===== config.mk =====
export PLATFORM = sky130hd
export DESIGN_NAME = vc12d_sink
export DESIGN_NICKNAME = d
export VERILOG_FILES = /design/src/verilog/vc12d_pkg.sv /design/src/verilog/vc12d_elastic_store.sv /design/src/verilog/vc12d_sink.sv
export SDC_FILE = /design/constraint.sdc
export NUM_CORES = 1
export LEC_CHECK = 0
export BUFFER_PORTS_ARGS = -buffer_cell sky130_fd_sc_hd__buf_2
export CAP_MARGIN = 20
export CORE_ASPECT_RATIO = 1.1
export CORE_MARGIN = 3
export CORE_UTILIZATION = 50
export CTS_BUF_LIST = sky130_fd_sc_hd__clkbuf_16
export DETAILED_ROUTE_END_ITERATION = 16
export GPL_TIMING_DRIVEN = 0
export PLACE_DENSITY = 0.71
export SLEW_MARGIN = 20
export SYNTH_ARGS = -nofsm -noshare
export SYNTH_HDL_FRONTEND = slang
export SYNTH_HIERARCHICAL = 1
export SYNTH_SLANG_ARGS = --single-unit

===== constraint.sdc =====
create_clock -name MCLK -period 7.9 [get_ports MCLK]
set_input_delay 0.395 -clock MCLK [delete_from_list [all_inputs] [get_ports MCLK]]
set_output_delay 0.395 -clock MCLK [all_outputs]
set_load 0.005 [all_outputs]

===== src/verilog/vc12d_pkg.sv =====
// Constants and types shared by the VC-12 asynchronous 2 Mbit/s sink
package vc12d_pkg;

  //--------------------------------------------------------------------
  // Clocking and smoothing
  //--------------------------------------------------------------------
  localparam int CLK_HZ = 100_000_000;
  localparam int TRIB_HZ = 2_048_000;
  // Phase step per MCLK cycle of the 2 048 kHz output oscillator
  localparam logic [31:0] NCO_NOM = 32'((64'(TRIB_HZ) << 32) / 64'(CLK_HZ));
  localparam int ES_DEPTH = 64;
  localparam int ES_TRIM_SHIFT = 8;

  //--------------------------------------------------------------------
  // Container layout and signal label
  //--------------------------------------------------------------------
  localparam logic [10:0] CONT_BITS = 11'd1120;
  localparam logic [7:0] SUB_BYTES = 8'd35;
  localparam logic [7:0] SUB_LAST = 8'd34;
  localparam logic [2:0] LABEL_FIRST_BIT = 3'h4;
  localparam logic [2:0] LABEL_LAST_BIT = 3'h6;
  localparam logic [1:0] FRAME_S = 2'h3;
  localparam logic [2:0] LABEL_ASYNC = 3'h2;
  localparam logic [2:0] LABEL_ACCEPT_RUN = 3'h4;

  //--------------------------------------------------------------------
  // 2 Mbit/s framing and all-ones detection
  //--------------------------------------------------------------------
  localparam logic [7:0] TS0_LAST = 8'h07;
  localparam logic [7:0] FRAME_LAST = 8'hFF;
  localparam logic [6:0] FAS_WORD = 7'h1B;
  localparam logic [5:0] MFAS_WORD = 6'h0B;
  localparam logic [3:0] MF_LAST_NFAS = 4'hB;
  localparam logic [1:0] LOF_ERRORS = 2'h3;
  localparam int MFA_SEARCH_MS = 400;
  localparam int MFA_SEARCH_CYC = MFA_SEARCH_MS * (CLK_HZ / 1000);
  localparam logic [1:0] AIS_X = 2'h2;
  localparam logic [8:0] AIS_Y_LAST = 9'h1FF;
  localparam logic [1:0] AIS_Z = 2'h3;

  //--------------------------------------------------------------------
  // Register map
  //--------------------------------------------------------------------
  localparam logic [7:0] REG_CTRL = 8'h00;
  localparam logic [7:0] REG_STATUS = 8'h04;

  typedef enum logic [1:0] {
    CRC_OFF = 2'b00,
    CRC_ON = 2'b01,
    CRC_AUTO = 2'b10
  } vc12d_crc_mode_t;

  typedef enum logic [2:0] {
    BK_IGN = 3'b000,
    BK_DATA = 3'b001,
    BK_C1 = 3'b010,
    BK_C2 = 3'b011,
    BK_S1 = 3'b100,
    BK_S2 = 3'b101,
    BK_LABEL = 3'b110
  } vc12d_bit_kind_t;

  typedef enum logic [2:0] {
    FA_OUT = 3'b000,
    FA_CHK_NFAS = 3'b001,
    FA_CHK_FAS = 3'b010,
    FA_IN_BFA = 3'b011,
    FA_MF_SEARCH = 3'b100,
    FA_CRC_CRC = 3'b101,
    FA_CRC_NONCRC = 3'b110
  } vc12d_fa_state_t;

  typedef struct packed {
    vc12d_crc_mode_t crc_multiframe_setting;
    logic all_ones_report_enable;
    logic activation_control;
  } vc12d_ctrl_t;

  localparam vc12d_ctrl_t CTRL_RESET = 4'hB;

  typedef struct packed {
    logic loss_of_frame_defect;
    logic incoming_all_ones_defect;
    logic payload_mismatch_defect;
    logic multiframe_present;
    logic no_crc_interworking_status;
    logic [2:0] accepted_signal_label;
    logic frame_loss_cause;
    logic all_ones_cause;
    logic payload_mismatch_cause;
  } vc12d_status_t;

endpackage : vc12d_pkg


===== src/verilog/vc12d_elastic_store.sv =====
// Bit-wide elastic store between the gapped and the smoothed clock
module vc12d_elastic_store #(
  parameter int DEPTH = 64,
  parameter int AW = $clog2(DEPTH)
) (
  input wire logic clk,
  input wire logic rst,
  input wire logic wr_en,
  input wire logic wr_bit,
  input wire logic rd_en,
  output logic rd_bit,
  output logic [AW:0] fill
);

  logic [DEPTH-1:0] mem;
  logic [AW-1:0] wr_ptr;
  logic [AW-1:0] rd_ptr;
  logic slip;

  // A full write or an empty read is a slip; recentring bounds the
  // damage after a frequency step to one burst of errors
  assign slip = (wr_en && !rd_en && fill == (AW+1)'(DEPTH))
    || (rd_en && !wr_en && fill == '0);

  // Storage cells
  always_ff @(posedge clk)
  begin
    if (wr_en)
      mem[wr_ptr] <= wr_bit;
  end

  // Pointers and fill level
  always_ff @(posedge clk)
  begin
    if (rst)
    begin
      wr_ptr <= AW'(DEPTH / 2);
      rd_ptr <= '0;
      fill <= (AW+1)'(DEPTH / 2);
      rd_bit <= 1'b1;
    end
    else if (slip)
    begin
      rd_ptr <= wr_ptr - AW'(DEPTH / 2);
      fill <= (AW+1)'(DEPTH / 2);
    end
    else
    begin
      if (wr_en)
        wr_ptr <= wr_ptr + 1'b1;
      if (rd_en)
      begin
        rd_ptr <= rd_ptr + 1'b1;
        rd_bit <= mem[rd_ptr];
      end
      if (wr_en && !rd_en)
        fill <= fill + 1'b1;
      else if (rd_en && !wr_en)
        fill <= fill - 1'b1;
    end
  end

endmodule : vc12d_elastic_store


===== src/verilog/vc12d_sink.sv =====
// VC-12 asynchronous 2 Mbit/s demapping sink with APB management
//----------------------------------------------------------------------
// Notes on behaviour
// - Accepted label bits 5 to 7 other than 010 raise payload mismatch.
// - Fixed stuff and overhead bits never reach the payload.
// - First opportunity bit is data on C1 majority 0, dropped on 1.
// - Second opportunity bit is data on C2 majority 0, dropped on 1.
// - Payload written on gapped clock, read on smoothed 2 048 kHz.
// - Store deep enough for 50 ppm offset plus specified jitter.
// - After a frequency step smoothing recovers error-free within bound.
// - Frame and multiframe phase found from accepted payload bits.
// - Manual and automatic CRC-4 interworking both supported.
// - Multiframe present stays false with CRC-4 setting OFF.
// - With ON, multiframe present is true once multiframe found.
// - With AUTO, multiframe present true only in CRC-to-CRC state.
// - Inactive: all-ones data out and no status reported.
// - Loss of frame declared and cleared by frame word checks.
// - AUTO mode reports no-CRC interworking when far end lacks CRC-4.
// - All-ones defect: X 2, Y 512 to set, Z 3 to clear.
// - Server fail and all-ones insertion follow any of three defects.
// - Data switches to and from all-ones within 500 us.
// - Mismatch cause needs mismatch defect without trail fail.
// - All-ones cause needs defect, no mismatch, no trail fail, enable.
// - Frame loss cause needs loss, no all-ones, mismatch or trail fail.
//----------------------------------------------------------------------
module vc12d_sink #(
  parameter int ES_DEPTH = vc12d_pkg::ES_DEPTH,
  parameter int MFA_TIMEOUT_CYC = vc12d_pkg::MFA_SEARCH_CYC
) (
  input wire logic MCLK,
  input wire logic RST,
  input wire logic CONTAINER_DATA_IN,
  input wire logic CONTAINER_GAPPED_CLOCK_IN,
  input wire logic CONTAINER_FRAME_START_IN,
  input wire logic TRAIL_SIGNAL_FAIL_IN,
  output logic TRIBUTARY_DATA_OUT,
  output logic TRIBUTARY_CLOCK_OUT,
  output logic SERVER_FAIL_OUT,
  output logic FRAME_START_OUT,
  output logic MULTIFRAME_START_OUT,
  output logic MULTIFRAME_PRESENT,
  input wire logic PSEL,
  input wire logic PENABLE,
  input wire logic PWRITE,
  input wire logic [7:0] PADDR,
  input wire logic [31:0] PWDATA,
  output logic [31:0] PRDATA,
  output logic PREADY,
  output logic PSLVERR
);
  import vc12d_pkg::*;

  localparam int AW = $clog2(ES_DEPTH);
  localparam int TW = $clog2(MFA_TIMEOUT_CYC + 1);

  //--------------------------------------------------------------------
  // Declarations
  //--------------------------------------------------------------------
  logic ck_s1, ck_s2, ck_s3;
  logic d_s1, d_s2, fs_s1, fs_s2, tsf_s1, tsf_s2;
  logic in_edge, framed, bit_ok, wr_en;
  logic [10:0] idx;
  logic [10:0] cur_idx;
  vc12d_bit_kind_t kind;
  logic [1:0] c1_cnt, c2_cnt;
  logic [1:0] lab_sh;
  logic [2:0] lab_new, lab_cand, lab_run, accepted;
  logic [AW:0] fill;
  logic [31:0] acc, nco_inc;
  logic [32:0] nco_sum;
  logic rd_en, rd_d, ob;
  logic [7:0] sh, ts0, pos;
  logic fas_hit, fpar;
  logic [1:0] fas_err;
  logic [4:0] mf_sh;
  logic [3:0] mfc;
  vc12d_fa_state_t fa_state;
  logic [TW-1:0] tmr;
  logic mfa_timeout;
  logic [8:0] ais_win;
  logic [1:0] ais_zeros, ais_zt;
  logic plm_d, ais_d, lof_d, ssf;
  vc12d_ctrl_t ctrl;
  vc12d_status_t status;
  logic apb_setup, apb_wr, addr_ok;

  //--------------------------------------------------------------------
  // Helpers
  //--------------------------------------------------------------------
  // Role of one container bit, from its position counted from the label byte
  function automatic vc12d_bit_kind_t classify(input logic [10:0] i);
    logic [7:0] byte_n;
    logic [7:0] p;
    logic [7:0] f;
    logic [2:0] b;
    byte_n = i[10:3];
    b = i[2:0];
    p = byte_n % SUB_BYTES;
    f = byte_n / SUB_BYTES;
    classify = BK_DATA;
    if (p == 8'h00)
      classify = (f == 8'h00 && b >= LABEL_FIRST_BIT && b <= LABEL_LAST_BIT)
        ? BK_LABEL : BK_IGN;
    else if (p == 8'h01)
    begin
      if (f == 8'h00)
        classify = BK_IGN;
      else if (b == 3'h0)
        classify = BK_C1;
      else if (b == 3'h1)
        classify = BK_C2;
      else if (f[1:0] == FRAME_S && b == 3'h7)
        classify = BK_S1;
      else
        classify = BK_IGN;
    end
    else if (p == 8'h02 && f[1:0] == FRAME_S && b == 3'h0)
      classify = BK_S2;
    else if (p == SUB_LAST)
      classify = BK_IGN;
  endfunction : classify

  // Majority of three control bits, given the count of ones
  function automatic logic majority(input logic [1:0] ones);
    majority = ones >= 2'h2;
  endfunction : majority

  //--------------------------------------------------------------------
  // Container input
  //--------------------------------------------------------------------
  // Two-stage synchronisers; the third clock stage only finds edges
  always_ff @(posedge MCLK)
  begin
    if (RST)
    begin
      {ck_s1, ck_s2, ck_s3} <= 3'h0;
      {d_s1, d_s2, fs_s1, fs_s2} <= 4'h0;
      {tsf_s1, tsf_s2} <= 2'h0;
    end
    else
    begin
      ck_s1 <= CONTAINER_GAPPED_CLOCK_IN;
      ck_s2 <= ck_s1;
      ck_s3 <= ck_s2;
      d_s1 <= CONTAINER_DATA_IN;
      d_s2 <= d_s1;
      fs_s1 <= CONTAINER_FRAME_START_IN;
      fs_s2 <= fs_s1;
      tsf_s1 <= TRAIL_SIGNAL_FAIL_IN;
      tsf_s2 <= tsf_s1;
    end
  end

  assign in_edge = ck_s2 && !ck_s3;
  assign cur_idx = fs_s2 ? 11'h000 : idx;
  assign kind = classify(cur_idx);
  assign bit_ok = in_edge && (framed || fs_s2);

  // Bit position in the 500 us container, restarted by frame start
  always_ff @(posedge MCLK)
  begin
    if (RST)
    begin
      idx <= 11'h000;
      framed <= 1'b0;
    end
    else if (in_edge)
    begin
      framed <= framed || fs_s2;
      idx <= (cur_idx == CONT_BITS - 11'h001) ? 11'h000 : cur_idx + 11'h001;
    end
  end

  // Ones among the control bits of the current container
  always_ff @(posedge MCLK)
  begin
    if (RST)
    begin
      c1_cnt <= 2'h0;
      c2_cnt <= 2'h0;
    end
    else if (bit_ok)
    begin
      if (fs_s2)
      begin
        c1_cnt <= 2'h0;
        c2_cnt <= 2'h0;
      end
      else if (kind == BK_C1 && d_s2)
        c1_cnt <= c1_cnt + 2'h1;
      else if (kind == BK_C2 && d_s2)
        c2_cnt <= c2_cnt + 2'h1;
    end
  end

  // Only data bits and accepted opportunity bits enter the store
  assign wr_en = bit_ok && (kind == BK_DATA
    || (kind == BK_S1 && !majority(c1_cnt))
    || (kind == BK_S2 && !majority(c2_cnt)));

  // Label acceptance: the same code in six containers running
  assign lab_new = {lab_sh, d_s2};
  always_ff @(posedge MCLK)
  begin
    if (RST)
    begin
      lab_sh <= 2'h0;
      lab_cand <= 3'h0;
      lab_run <= 3'h0;
      accepted <= 3'h0;
    end
    else if (bit_ok && kind == BK_LABEL)
    begin
      lab_sh <= lab_new[1:0];
      if (cur_idx[2:0] == LABEL_LAST_BIT)
      begin
        if (lab_new != lab_cand)
        begin
          lab_cand <= lab_new;
          lab_run <= 3'h0;
        end
        else if (lab_run != LABEL_ACCEPT_RUN)
          lab_run <= lab_run + 3'h1;
        else
          accepted <= lab_cand;
      end
    end
  end

  assign plm_d = accepted != LABEL_ASYNC;

  //--------------------------------------------------------------------
  // Smoothing
  //--------------------------------------------------------------------
  // The fill offset trims the oscillator so the read rate follows the
  // far-end rate; the trim range exceeds 50 ppm on purpose
  assign nco_inc = NCO_NOM + (32'(fill) << ES_TRIM_SHIFT)
    - (32'(ES_DEPTH / 2) << ES_TRIM_SHIFT);
  assign nco_sum = {1'b0, acc} + {1'b0, nco_inc};
  assign rd_en = nco_sum[32];

  // Oscillator phase and read strobe delay
  always_ff @(posedge MCLK)
  begin
    if (RST)
    begin
      acc <= 32'h0000_0000;
      rd_d <= 1'b0;
    end
    else
    begin
      acc <= nco_sum[31:0];
      rd_d <= rd_en;
    end
  end

  // Depth covers bursts of a subframe plus pointer jitter
  vc12d_elastic_store #(
    .DEPTH(ES_DEPTH)
  ) u_store (
    .clk(MCLK),
    .rst(RST),
    .wr_en(wr_en),
    .wr_bit(d_s2),
    .rd_en(rd_en),
    .rd_bit(ob),
    .fill(fill)
  );

  //--------------------------------------------------------------------
  // Frame and multiframe alignment on the smoothed stream
  //--------------------------------------------------------------------
  assign ts0 = {sh[6:0], ob};
  assign fas_hit = ts0[6:0] == FAS_WORD;
  assign lof_d = fa_state == FA_OUT || fa_state == FA_CHK_NFAS
    || fa_state == FA_CHK_FAS;

  // Alignment states; loss of frame is checked last so it always wins
  always_ff @(posedge MCLK)
  begin
    if (RST)
    begin
      fa_state <= FA_OUT;
      sh <= 8'h00;
      pos <= 8'h00;
      fpar <= 1'b0;
      fas_err <= 2'h0;
      mf_sh <= 5'h00;
      mfc <= 4'h0;
    end
    else if (rd_d)
    begin
      sh <= ts0;
      pos <= pos + 8'h01;
      if (pos == FRAME_LAST)
      begin
        fpar <= ~fpar;
        mfc <= mfc + 4'h1;
      end
      if (pos == TS0_LAST && fpar)
        mf_sh <= {mf_sh[3:0], ts0[7]};
      case (fa_state)
        FA_OUT:
        begin
          if (fas_hit)
          begin
            fa_state <= FA_CHK_NFAS;
            pos <= TS0_LAST + 8'h01;
            fpar <= 1'b0;
          end
        end
        FA_CHK_NFAS:
        begin
          if (pos == TS0_LAST)
            fa_state <= ts0[6] ? FA_CHK_FAS : FA_OUT;
        end
        FA_CHK_FAS:
        begin
          if (pos == TS0_LAST && !fas_hit)
            fa_state <= FA_OUT;
          else if (pos == TS0_LAST)
          begin
            fas_err <= 2'h0;
            fa_state <= (ctrl.crc_multiframe_setting == CRC_OFF)
              ? FA_IN_BFA : FA_MF_SEARCH;
          end
        end
        default:
        begin
          if (ctrl.crc_multiframe_setting == CRC_OFF)
            fa_state <= FA_IN_BFA;
          else if (fa_state == FA_IN_BFA)
            fa_state <= FA_MF_SEARCH;
          else if (fa_state == FA_MF_SEARCH && pos == TS0_LAST && fpar
            && {mf_sh, ts0[7]} == MFAS_WORD)
          begin
            fa_state <= FA_CRC_CRC;
            mfc <= MF_LAST_NFAS;
          end
          else if (fa_state == FA_MF_SEARCH && mfa_timeout)
            fa_state <= FA_CRC_NONCRC;
          else if (fa_state == FA_CRC_NONCRC
            && ctrl.crc_multiframe_setting != CRC_AUTO)
            fa_state <= FA_MF_SEARCH;
          if (pos == TS0_LAST && !fpar)
          begin
            if (fas_hit)
              fas_err <= 2'h0;
            else if (fas_err == LOF_ERRORS - 2'h1)
              fa_state <= FA_OUT;
            else
              fas_err <= fas_err + 2'h1;
          end
        end
      endcase
    end
  end

  // Search timer; only automatic interworking gives up on the far end
  always_ff @(posedge MCLK)
  begin
    if (RST || fa_state != FA_MF_SEARCH
      || ctrl.crc_multiframe_setting != CRC_AUTO)
      tmr <= '0;
    else if (!mfa_timeout)
      tmr <= tmr + 1'b1;
  end

  assign mfa_timeout = tmr == TW'(MFA_TIMEOUT_CYC);

  //--------------------------------------------------------------------
  // All-ones detection on the incoming smoothed stream
  //--------------------------------------------------------------------
  assign ais_zt = (ob || ais_zeros == 2'h3) ? ais_zeros : ais_zeros + 2'h1;

  // Zeros counted per 512-bit window; between X and Z the state holds
  always_ff @(posedge MCLK)
  begin
    if (RST)
    begin
      ais_win <= 9'h000;
      ais_zeros <= 2'h0;
      ais_d <= 1'b0;
    end
    else if (rd_d)
    begin
      ais_win <= ais_win + 9'h001;
      if (ais_win == AIS_Y_LAST)
      begin
        ais_zeros <= 2'h0;
        if (ais_zt < AIS_X)
          ais_d <= 1'b1;
        else if (ais_zt >= AIS_Z)
          ais_d <= 1'b0;
      end
      else
        ais_zeros <= ais_zt;
    end
  end

  assign ssf = plm_d || ais_d || lof_d;

  //--------------------------------------------------------------------
  // Tributary outputs
  //--------------------------------------------------------------------
  // Insertion acts on the next output bit, far inside the allowed delay
  always_ff @(posedge MCLK)
  begin
    if (RST)
    begin
      TRIBUTARY_DATA_OUT <= 1'b1;
      TRIBUTARY_CLOCK_OUT <= 1'b0;
      SERVER_FAIL_OUT <= 1'b1;
      FRAME_START_OUT <= 1'b0;
      MULTIFRAME_START_OUT <= 1'b0;
      MULTIFRAME_PRESENT <= 1'b0;
    end
    else
    begin
      TRIBUTARY_CLOCK_OUT <= acc[31];
      SERVER_FAIL_OUT <= ssf;
      MULTIFRAME_PRESENT <= ctrl.crc_multiframe_setting != CRC_OFF
        && fa_state == FA_CRC_CRC;
      FRAME_START_OUT <= rd_d && !lof_d && pos == 8'h00;
      MULTIFRAME_START_OUT <= rd_d && pos == 8'h00
        && fa_state == FA_CRC_CRC && mfc == 4'h0;
      if (rd_d)
        TRIBUTARY_DATA_OUT <= (ssf || !ctrl.activation_control)
          ? 1'b1 : ob;
    end
  end

  //--------------------------------------------------------------------
  // Management
  //--------------------------------------------------------------------
  // Status image; all zero while the block is not activated
  always_comb
  begin
    status = '0;
    if (ctrl.activation_control)
    begin
      status.loss_of_frame_defect = lof_d;
      status.incoming_all_ones_defect = ais_d;
      status.payload_mismatch_defect = plm_d;
      status.multiframe_present = MULTIFRAME_PRESENT;
      status.no_crc_interworking_status = fa_state == FA_CRC_NONCRC;
      status.accepted_signal_label = accepted;
      status.payload_mismatch_cause = plm_d && !tsf_s2;
      status.all_ones_cause = ais_d && !plm_d && !tsf_s2
        && ctrl.all_ones_report_enable;
      status.frame_loss_cause = lof_d && !ais_d && !plm_d
        && !tsf_s2;
    end
  end

  assign apb_setup = PSEL && !PENABLE;
  assign apb_wr = PSEL && PENABLE && PREADY && PWRITE;
  assign addr_ok = PADDR == REG_CTRL || PADDR == REG_STATUS;

  // APB answer: ready in the first access cycle, error on unmapped words
  always_ff @(posedge MCLK)
  begin
    if (RST)
    begin
      PREADY <= 1'b0;
      PSLVERR <= 1'b0;
      PRDATA <= 32'h0000_0000;
    end
    else
    begin
      PREADY <= apb_setup;
      if (apb_setup)
      begin
        PSLVERR <= !addr_ok;
        if (PADDR == REG_CTRL)
          PRDATA <= 32'(ctrl);
        else if (PADDR == REG_STATUS)
          PRDATA <= 32'(status);
        else
          PRDATA <= 32'h0000_0000;
      end
    end
  end

  // Control word; writes land only at the completing access edge
  always_ff @(posedge MCLK)
  begin
    if (RST)
      ctrl <= CTRL_RESET;
    else if (apb_wr && PADDR == REG_CTRL)
      ctrl <= vc12d_ctrl_t'(PWDATA[3:0]);
  end

endmodule : vc12d_sink


==> results.sh, run 1 <==
export IMPL_status="finished, final reports clean"
export IMPL_finalNonFillerCells=1776
export IMPL_total_power_mw=2.710
export IMPL_worstReg2RegStart="fs_s2"
export IMPL_async_flop_share=0
export IMPL_clk_pin_slew_worst_paths_ns=0.06
export IMPL_synth_edf_count=64
export IMPL_period_needed_ns=7.154
export IMPL_multi_input_area_um2=6578
export IMPL_final_area_um2=14110
export IMPL_worstMarginPinSlew_ns=0.8200
export IMPL_synth_area_per_cell_um2=9.255
export IMPL_routed_via_density=5.627
export IMPL_post_place_cells=1729
export IMPL_min_to="d_s1"
export IMPL_num_rows=60
export IMPL_yosys_warnings=6
export IMPL_hold_violations=0
export IMPL_drc=0
export IMPL_grt_busiest_layer="met2"
export IMPL_cts_sinks=243
export IMPL_grt_overflow_total=0
export IMPL_worstPathMaxFanout=10
export IMPL_met3_usage=0.03129
export IMPL_gr_usage_all_layers=0.2054
export IMPL_synthToLayoutAreaGrowth_pct=12.26
export IMPL_max_cap_violations=0
export IMPL_hold_path_depth=2
export IMPL_antennaDiodeCount=0
export IMPL_regArea_um2=5507
export IMPL_avgRoutedWirePerCell_um=15.84
export IMPL_place_area_um2=13270
export IMPL_cts_buffers=26
export IMPL_required_ns=8.31
export IMPL_setup_viol=0
export IMPL_fin_crit_sh=0.9055
export IMPL_cts_setup_buffers=0
export IMPL_antenna_found_initial=0
export IMPL_crit_type="flip-flop to flip-flop"
export IMPL_dieArea_um2=27080
export IMPL_num_fill_cells=2177
export IMPL_rsz0062_at_grt="no"
export IMPL_cts_tree="done"
export IMPL_ys_seq_area_frac=0.4380
export IMPL_final_nets=1537
export IMPL_start_util=0.5104
export IMPL_gp_congestion=0.8784
export IMPL_slew_violations=0
export IMPL_fin_skew_ns=0.01426
export IMPL_grt_use_met1=0.2753
export IMPL_ctsResizeCount=0
export IMPL_max_slew_margin=0.4461
export IMPL_grtUsageMet2=0.3441
export IMPL_grt_pass1_wl_um=46220
export IMPL_clk_path_buf_depth=3
export IMPL_ant_nets=0
export IMPL_layout_drive_gt1_share=0.1003
export IMPL_syn_area_um2=12570
export IMPL_tns_ns=0
export IMPL_die_h_um=172.3
export IMPL_leakagePower_nw=5.062
export IMPL_io_pins=89
export IMPL_holdBufCountCts=0
export IMPL_first_pass_iters=5
export IMPL_powerDensity_nw_per_um2=192.0
export IMPL_io_buffer_count=39
export IMPL_core_um2=24620
export IMPL_synth_seq_cells=243
export IMPL_hold_class="input port to flip-flop"
export IMPL_routed_wl_um=28140
export IMPL_r2r_cells=27
export IMPL_ff2ff_setup_slack_ns=0.75
export IMPL_irDropWorstVdd_uv=139.7
export IMPL_hold_slack_ns=0.07648
export IMPL_drt_iter0_drc=753
export IMPL_cp_start_kind="flip-flop"
export IMPL_synthFlopType="dfxtp_1"
export IMPL_first_global_vias=9462
export IMPL_vias=9994
export IMPL_grt_start_max_net_pins=44
export IMPL_crit_path_end_kind="flip-flop"
export IMPL_arrival_ns=7.56
export IMPL_timing_fmax_mhz=139.8
export IMPL_htreeDepth=1
export IMPL_root_buffer="clkbuf_16"
export IMPL_ys_types=92
export IMPL_die_w_um=157.2
export IMPL_clk_insertion_delay_late_ns=0.53
export IMPL_min_delay_start="CONTAINER_DATA_IN"
export IMPL_netlist_instances=1358
export IMPL_place_hpwl_um=20150
export IMPL_r2r_end="u_store/fill[6]"
==> synth_stat cells, types with 8 or more instances <==
cell	instances	area (µm²)
mux4_2	11	247.7
or3_1	19	118.9
nor2_1	242	908.4
nor4_1	9	56.30
a21oi_1	62	310.3
mux2i_1	31	310.3
dfxtp_1	179	3583
nor3b_1	8	60.06
nor2b_1	35	219.0
nand4_1	31	193.9
a32oi_1	8	70.07
a22oi_1	11	82.58
a211oi_1	13	97.59
inv_1	43	161.4
and3_1	8	50.05
ha_1	40	500.5
edfxtp_1	64	1922
nand3_1	49	245.2
o21ai_0	38	190.2
clkbuf_1	46	172.7
xor2_1	44	385.4
a31oi_1	13	81.33
xnor2_1	41	359.1
nand2_1	93	349.1
nand2b_1	14	87.58
buf_4	21	157.7
nor3_1	32	160.2
==> worst max-delay path, stage by stage, from the launching register on <==
cell and delay, ns:
dfxtp_1 0.30, clkbuf_1 0.33, inv_1 0.26, nand2_1 0.28, inv_1 0.12, ha_1 0.25
inv_1 0.15, o41ai_2 0.18, o21ai_0 0.26, nand3_1 0.13, and2_1 0.22, ha_1 0.24
a211oi_1 0.37, o2111ai_1 0.21, nor4bb_1 0.20, a211oi_1 0.54, o21ai_1 0.15, o311a_1 0.15
nor3_1 0.44, ha_1 0.38, inv_1 0.20, ha_1 0.32, nor2b_1 0.13, o21ai_0 0.20
a21boi_0 0.17, o211a_1 0.23, nor3_1 0.23, mux2_2 0.36
==> worst max path at each step <==
stage | from | endpoint | slack, ns | cells past startpoint
after floorplan | idx[5] | u_store/fill[6] | 2.09 | 26
after global placement | idx[5] | u_store/fill[6] | 0.97 | 26
after detailed placement | fs_s2 | u_store/fill[6] | 0.89 | 27
after CTS | fs_s2 | u_store/fill[6] | 0.84 | 27
after global routing | fs_s2 | u_store/fill[6] | 0.08 | 27
final | fs_s2 | u_store/fill[6] | 0.75 | 27
==> area by class of cell <==
type	instances	share of cell area
plain buffers	79	0.02917
well taps	310	0.02749
multi-input cells	1013	0.4662
repair buffers	41	0.01578
inverters	43	0.01144
flip-flops and latches	243	0.3903
clock inverters	20	0.01179
clock buffers	27	0.04789
==> flip-flops by register name, summed over array words and instances, names as in the netlist, 4 cells and up <==
| signal | flops |
|---|---|
| pos | 8 |
| ais_win | 9 |
| mfc | 4 |
| u_store/rd_ptr | 6 |
| u_store/fill | 7 |
| ctrl | 4 |
| PRDATA | 11 |
| mf_sh | 5 |
| u_store/wr_ptr | 6 |
| acc | 31 |
| tmr | 26 |
| sh | 7 |
| u_store/mem | 64 |
| idx | 11 |
==> metrics by stage <==
step | util | setup slack (ns)
2_1_floorplan | - | 2.092
3_3_place_gp | 0.5371 | 0.9742
3_5_place_dp | 0.5388 | 0.8869
4_1_cts | 0.5730 | 0.8431
5_1_grt | 0.5730 | 0.08160
6_report | 0.5730 | 0.7463
==> cells in the final DEF, fill, tap and decap left out, types with 35 or more instances in the layout <==
cell,Yosys,final
clkbuf_1,46,46
xnor2_1,41,41
nor2b_1,35,35
o21ai_0,38,38
ha_1,40,40
xor2_1,44,44
buf_2,5,44
a21oi_1,62,62
nand2_1,93,93
nor2_1,242,242
inv_1,43,44
edfxtp_1,64,64
nand3_1,49,49
dfxtp_1,179,178
==> routing by layer <==
layer	share of wire	wire length [µm]
met5	0	0
met4	0.030	831
met1	0.47	13090
met3	0.045	1258
met2	0.46	12960
==> where the power goes <==
group          internal (mW)  switching [mW]  total, mW
Clock                  0.712           0.487       1.20
Combinational         0.0760          0.0996      0.176
Sequential              1.31          0.0253       1.33
Total                   2.10           0.612       2.71
==> logic make-up after synthesis <==
kind of cell	after synthesis	synth area share
and+or+nand+nor	591	0.2301
xor gates and xnor gates	86	0.06053
muxes	51	0.06083
buffers and inverters	122	0.04559
adders and majority gates	41	0.04141
AOI/OAI and AO/OA	223	0.1232
DFF	243	0.4380
other	1	0.0002984
Note: power is estimated with default switching activity, not from simulation.
==> run 2, diff against run 1 <==
- CORE_UTILIZATION: 50 -> 40
- GPL_TIMING_DRIVEN: 0 -> unset
- PLACE_DENSITY: 0.71 -> 0.6
==> run 2 against run 1 <==
- sequential share of layout area up 0.41 points
- combinational power down 9%
- sequential power about the same
- global-route usage down 4.5 points
- first-iteration DRC count down 13%
- critical path type unchanged
==> results.sh, run 2 (synthesis results as in run 1) <==
export IMPL_status="finished, final reports clean"
export IMPL_period_needed_ns=6.900
export IMPL_hold_path_depth=2
export IMPL_cts_buffers=28
export IMPL_gr_usage_all_layers=0.1603
export IMPL_first_pass_iters=5
export IMPL_final_area_um2=13960
export IMPL_start_util=0.4096
export IMPL_place_hpwl_um=18460
export IMPL_drc=0
export IMPL_io_buffer_count=39
export IMPL_io_pins=89
export IMPL_critPathMostFrequentCell="ha_1"
export IMPL_slew_violations=0
export IMPL_cts_tree="done"
export IMPL_htreeDepth=1
export IMPL_avgRoutedWirePerCell_um=15.03
export IMPL_fin_crit_sh=0.8735
export IMPL_most_common_layout_cells="nor2_1, dfxtp_1, nand2_1"
export IMPL_worstMarginPinSlew_ns=0.9786
export IMPL_antennaDiodeCount=0
export IMPL_cts_sinks=243
export IMPL_synthToLayoutAreaGrowth_pct=11.09
export IMPL_grt_pass1_wl_um=45350
export IMPL_holdBufCountCts=0
export IMPL_worstPathMaxFanout=19
export IMPL_ctsResizeCount=0
export IMPL_critPathMaxStageDelay_ns=0.71
export IMPL_finalNonFillerCells=1815
export IMPL_layout_commonest_cell="nor2_1"
export IMPL_gp_congestion=0.8164
export IMPL_routed_wl_um=27270
export IMPL_layout_drive_gt1_share=0.09208
export IMPL_max_slew_margin=0.3467
export IMPL_regMostFlops="u_store/mem"
export IMPL_largest_register_ffs=64
export IMPL_crit_path_end_kind="flip-flop"
export IMPL_irDropWorstVdd_uv=196.8
export IMPL_crit_type="flip-flop to flip-flop"
export IMPL_die_w_um=175.0
export IMPL_dieArea_um2=33590
export IMPL_core_um2=30680
export IMPL_clk_insertion_delay_late_ns=0.55
export IMPL_post_place_cells=1763
export IMPL_worstReg2RegStart="fs_s2"
export IMPL_clk_pin_slew_worst_paths_ns=0.06
export IMPL_reg_top3="u_store/mem: 64 flops, acc: 31 flops, tmr: 26 flops"
export IMPL_antenna_found_initial=1
export IMPL_setup_viol=0
export IMPL_cp_top_family="compound AO/OA/AOI/OAI gates"
export IMPL_worst_path_max_delay_cell="dfxtp_1"
export IMPL_die_h_um=191.9
export IMPL_tns_ns=0
export IMPL_final_nets=1469
export IMPL_critPathBufInv=4
export IMPL_powerDensity_nw_per_um2=199.0
export IMPL_routed_via_density=5.334
export IMPL_root_buffer="clkbuf_16"
export IMPL_timing_fmax_mhz=144.9
export IMPL_ant_nets=0
export IMPL_vias=9682
export IMPL_cts_setup_buffers=0
export IMPL_min_delay_start="TRAIL_SIGNAL_FAIL_IN"
export IMPL_rsz0062_at_grt="no"
export IMPL_clk_path_buf_depth=3
export IMPL_num_fill_cells=2985
export IMPL_hold_violations=0
export IMPL_place_area_um2=13040
export IMPL_cp_start_kind="flip-flop"
export IMPL_hold_class="input port to flip-flop"
export IMPL_first_global_vias=9235
export IMPL_cp_num_cells=26
export IMPL_cp_startpoint="fs_s2"
export IMPL_required_ns=8.33
export IMPL_r2r_cells=26
export IMPL_drt_iter0_drc=654
export IMPL_hold_slack_ns=0.05316
export IMPL_grt_start_max_net_pins=73
export IMPL_arrival_ns=7.33
export IMPL_num_rows=67
export IMPL_grt_overflow_total=0
export IMPL_total_power_mw=2.778
export IMPL_fin_skew_ns=0.02077
export IMPL_leakagePower_nw=4.938
export IMPL_max_cap_violations=0
-- run 2: changes by cell type in the layout (fill, tap and decap cells not counted), moves of 3 or more --
cell / before / now
buf_2: 44 / 38
buf_6: 4 / 1
clkinvlp_4: 0 / 3
inv_1: 44 / 49
clkinvlp_2: 3 / 0
clkinv_1: 9 / 5
buf_1: 3 / 0
clkbuf_1: 46 / 0
buf_4: 22 / 11
-- run 2: final timing paths --
path	end	slack, ns
worst min-delay path	tsf_s1	0.05
worst min register to register	ck_s2	0.45
worst max register to register	u_store/fill[6]	1.0
worst max-delay path	u_store/fill[6]	1.0
-- run 2: through the flow --
step / util / setup slack (ns)
final: 0.4551 / 0.9996
after global routing: 0.4551 / 0.4529
after CTS: 0.4551 / 1.067
after detailed placement: 0.4250 / 1.128
after global placement: 0.4247 / 1.160
after floorplan: - / 2.092
-- run 2: cell type report --
type / count / area, µm² / area share
multi-input cells: 1013 / 6571 / 0.4707
well taps: 414 / 518.0 / 0.03710
clock buffers: 29 / 725.7 / 0.05198
inverters: 43 / 161.4 / 0.01156
flip-flops and latches: 243 / 5507 / 0.3944
repair buffers: 50 / 284.0 / 0.02034
clock inverters: 23 / 195.2 / 0.01398
-- run 2: routing by layer --
metal,share of wire,global-route usage,up-vias
met1,0.47,0.2115,4606
met3,0.047,0.02570,41
met4,0.023,0.04819,0
met5,0,0,-
met2,0.46,0.2717,177
li1,-,-,4858
-- run 2: power breakdown --
| group | switching (mW) | internal [mW] |
|---|---|---|
| combinational | 0.0928 | 0.0680 |
| clock | 0.522 | 0.761 |
| sequential | 0.0243 | 1.31 |
| total | 0.640 | 2.14 |
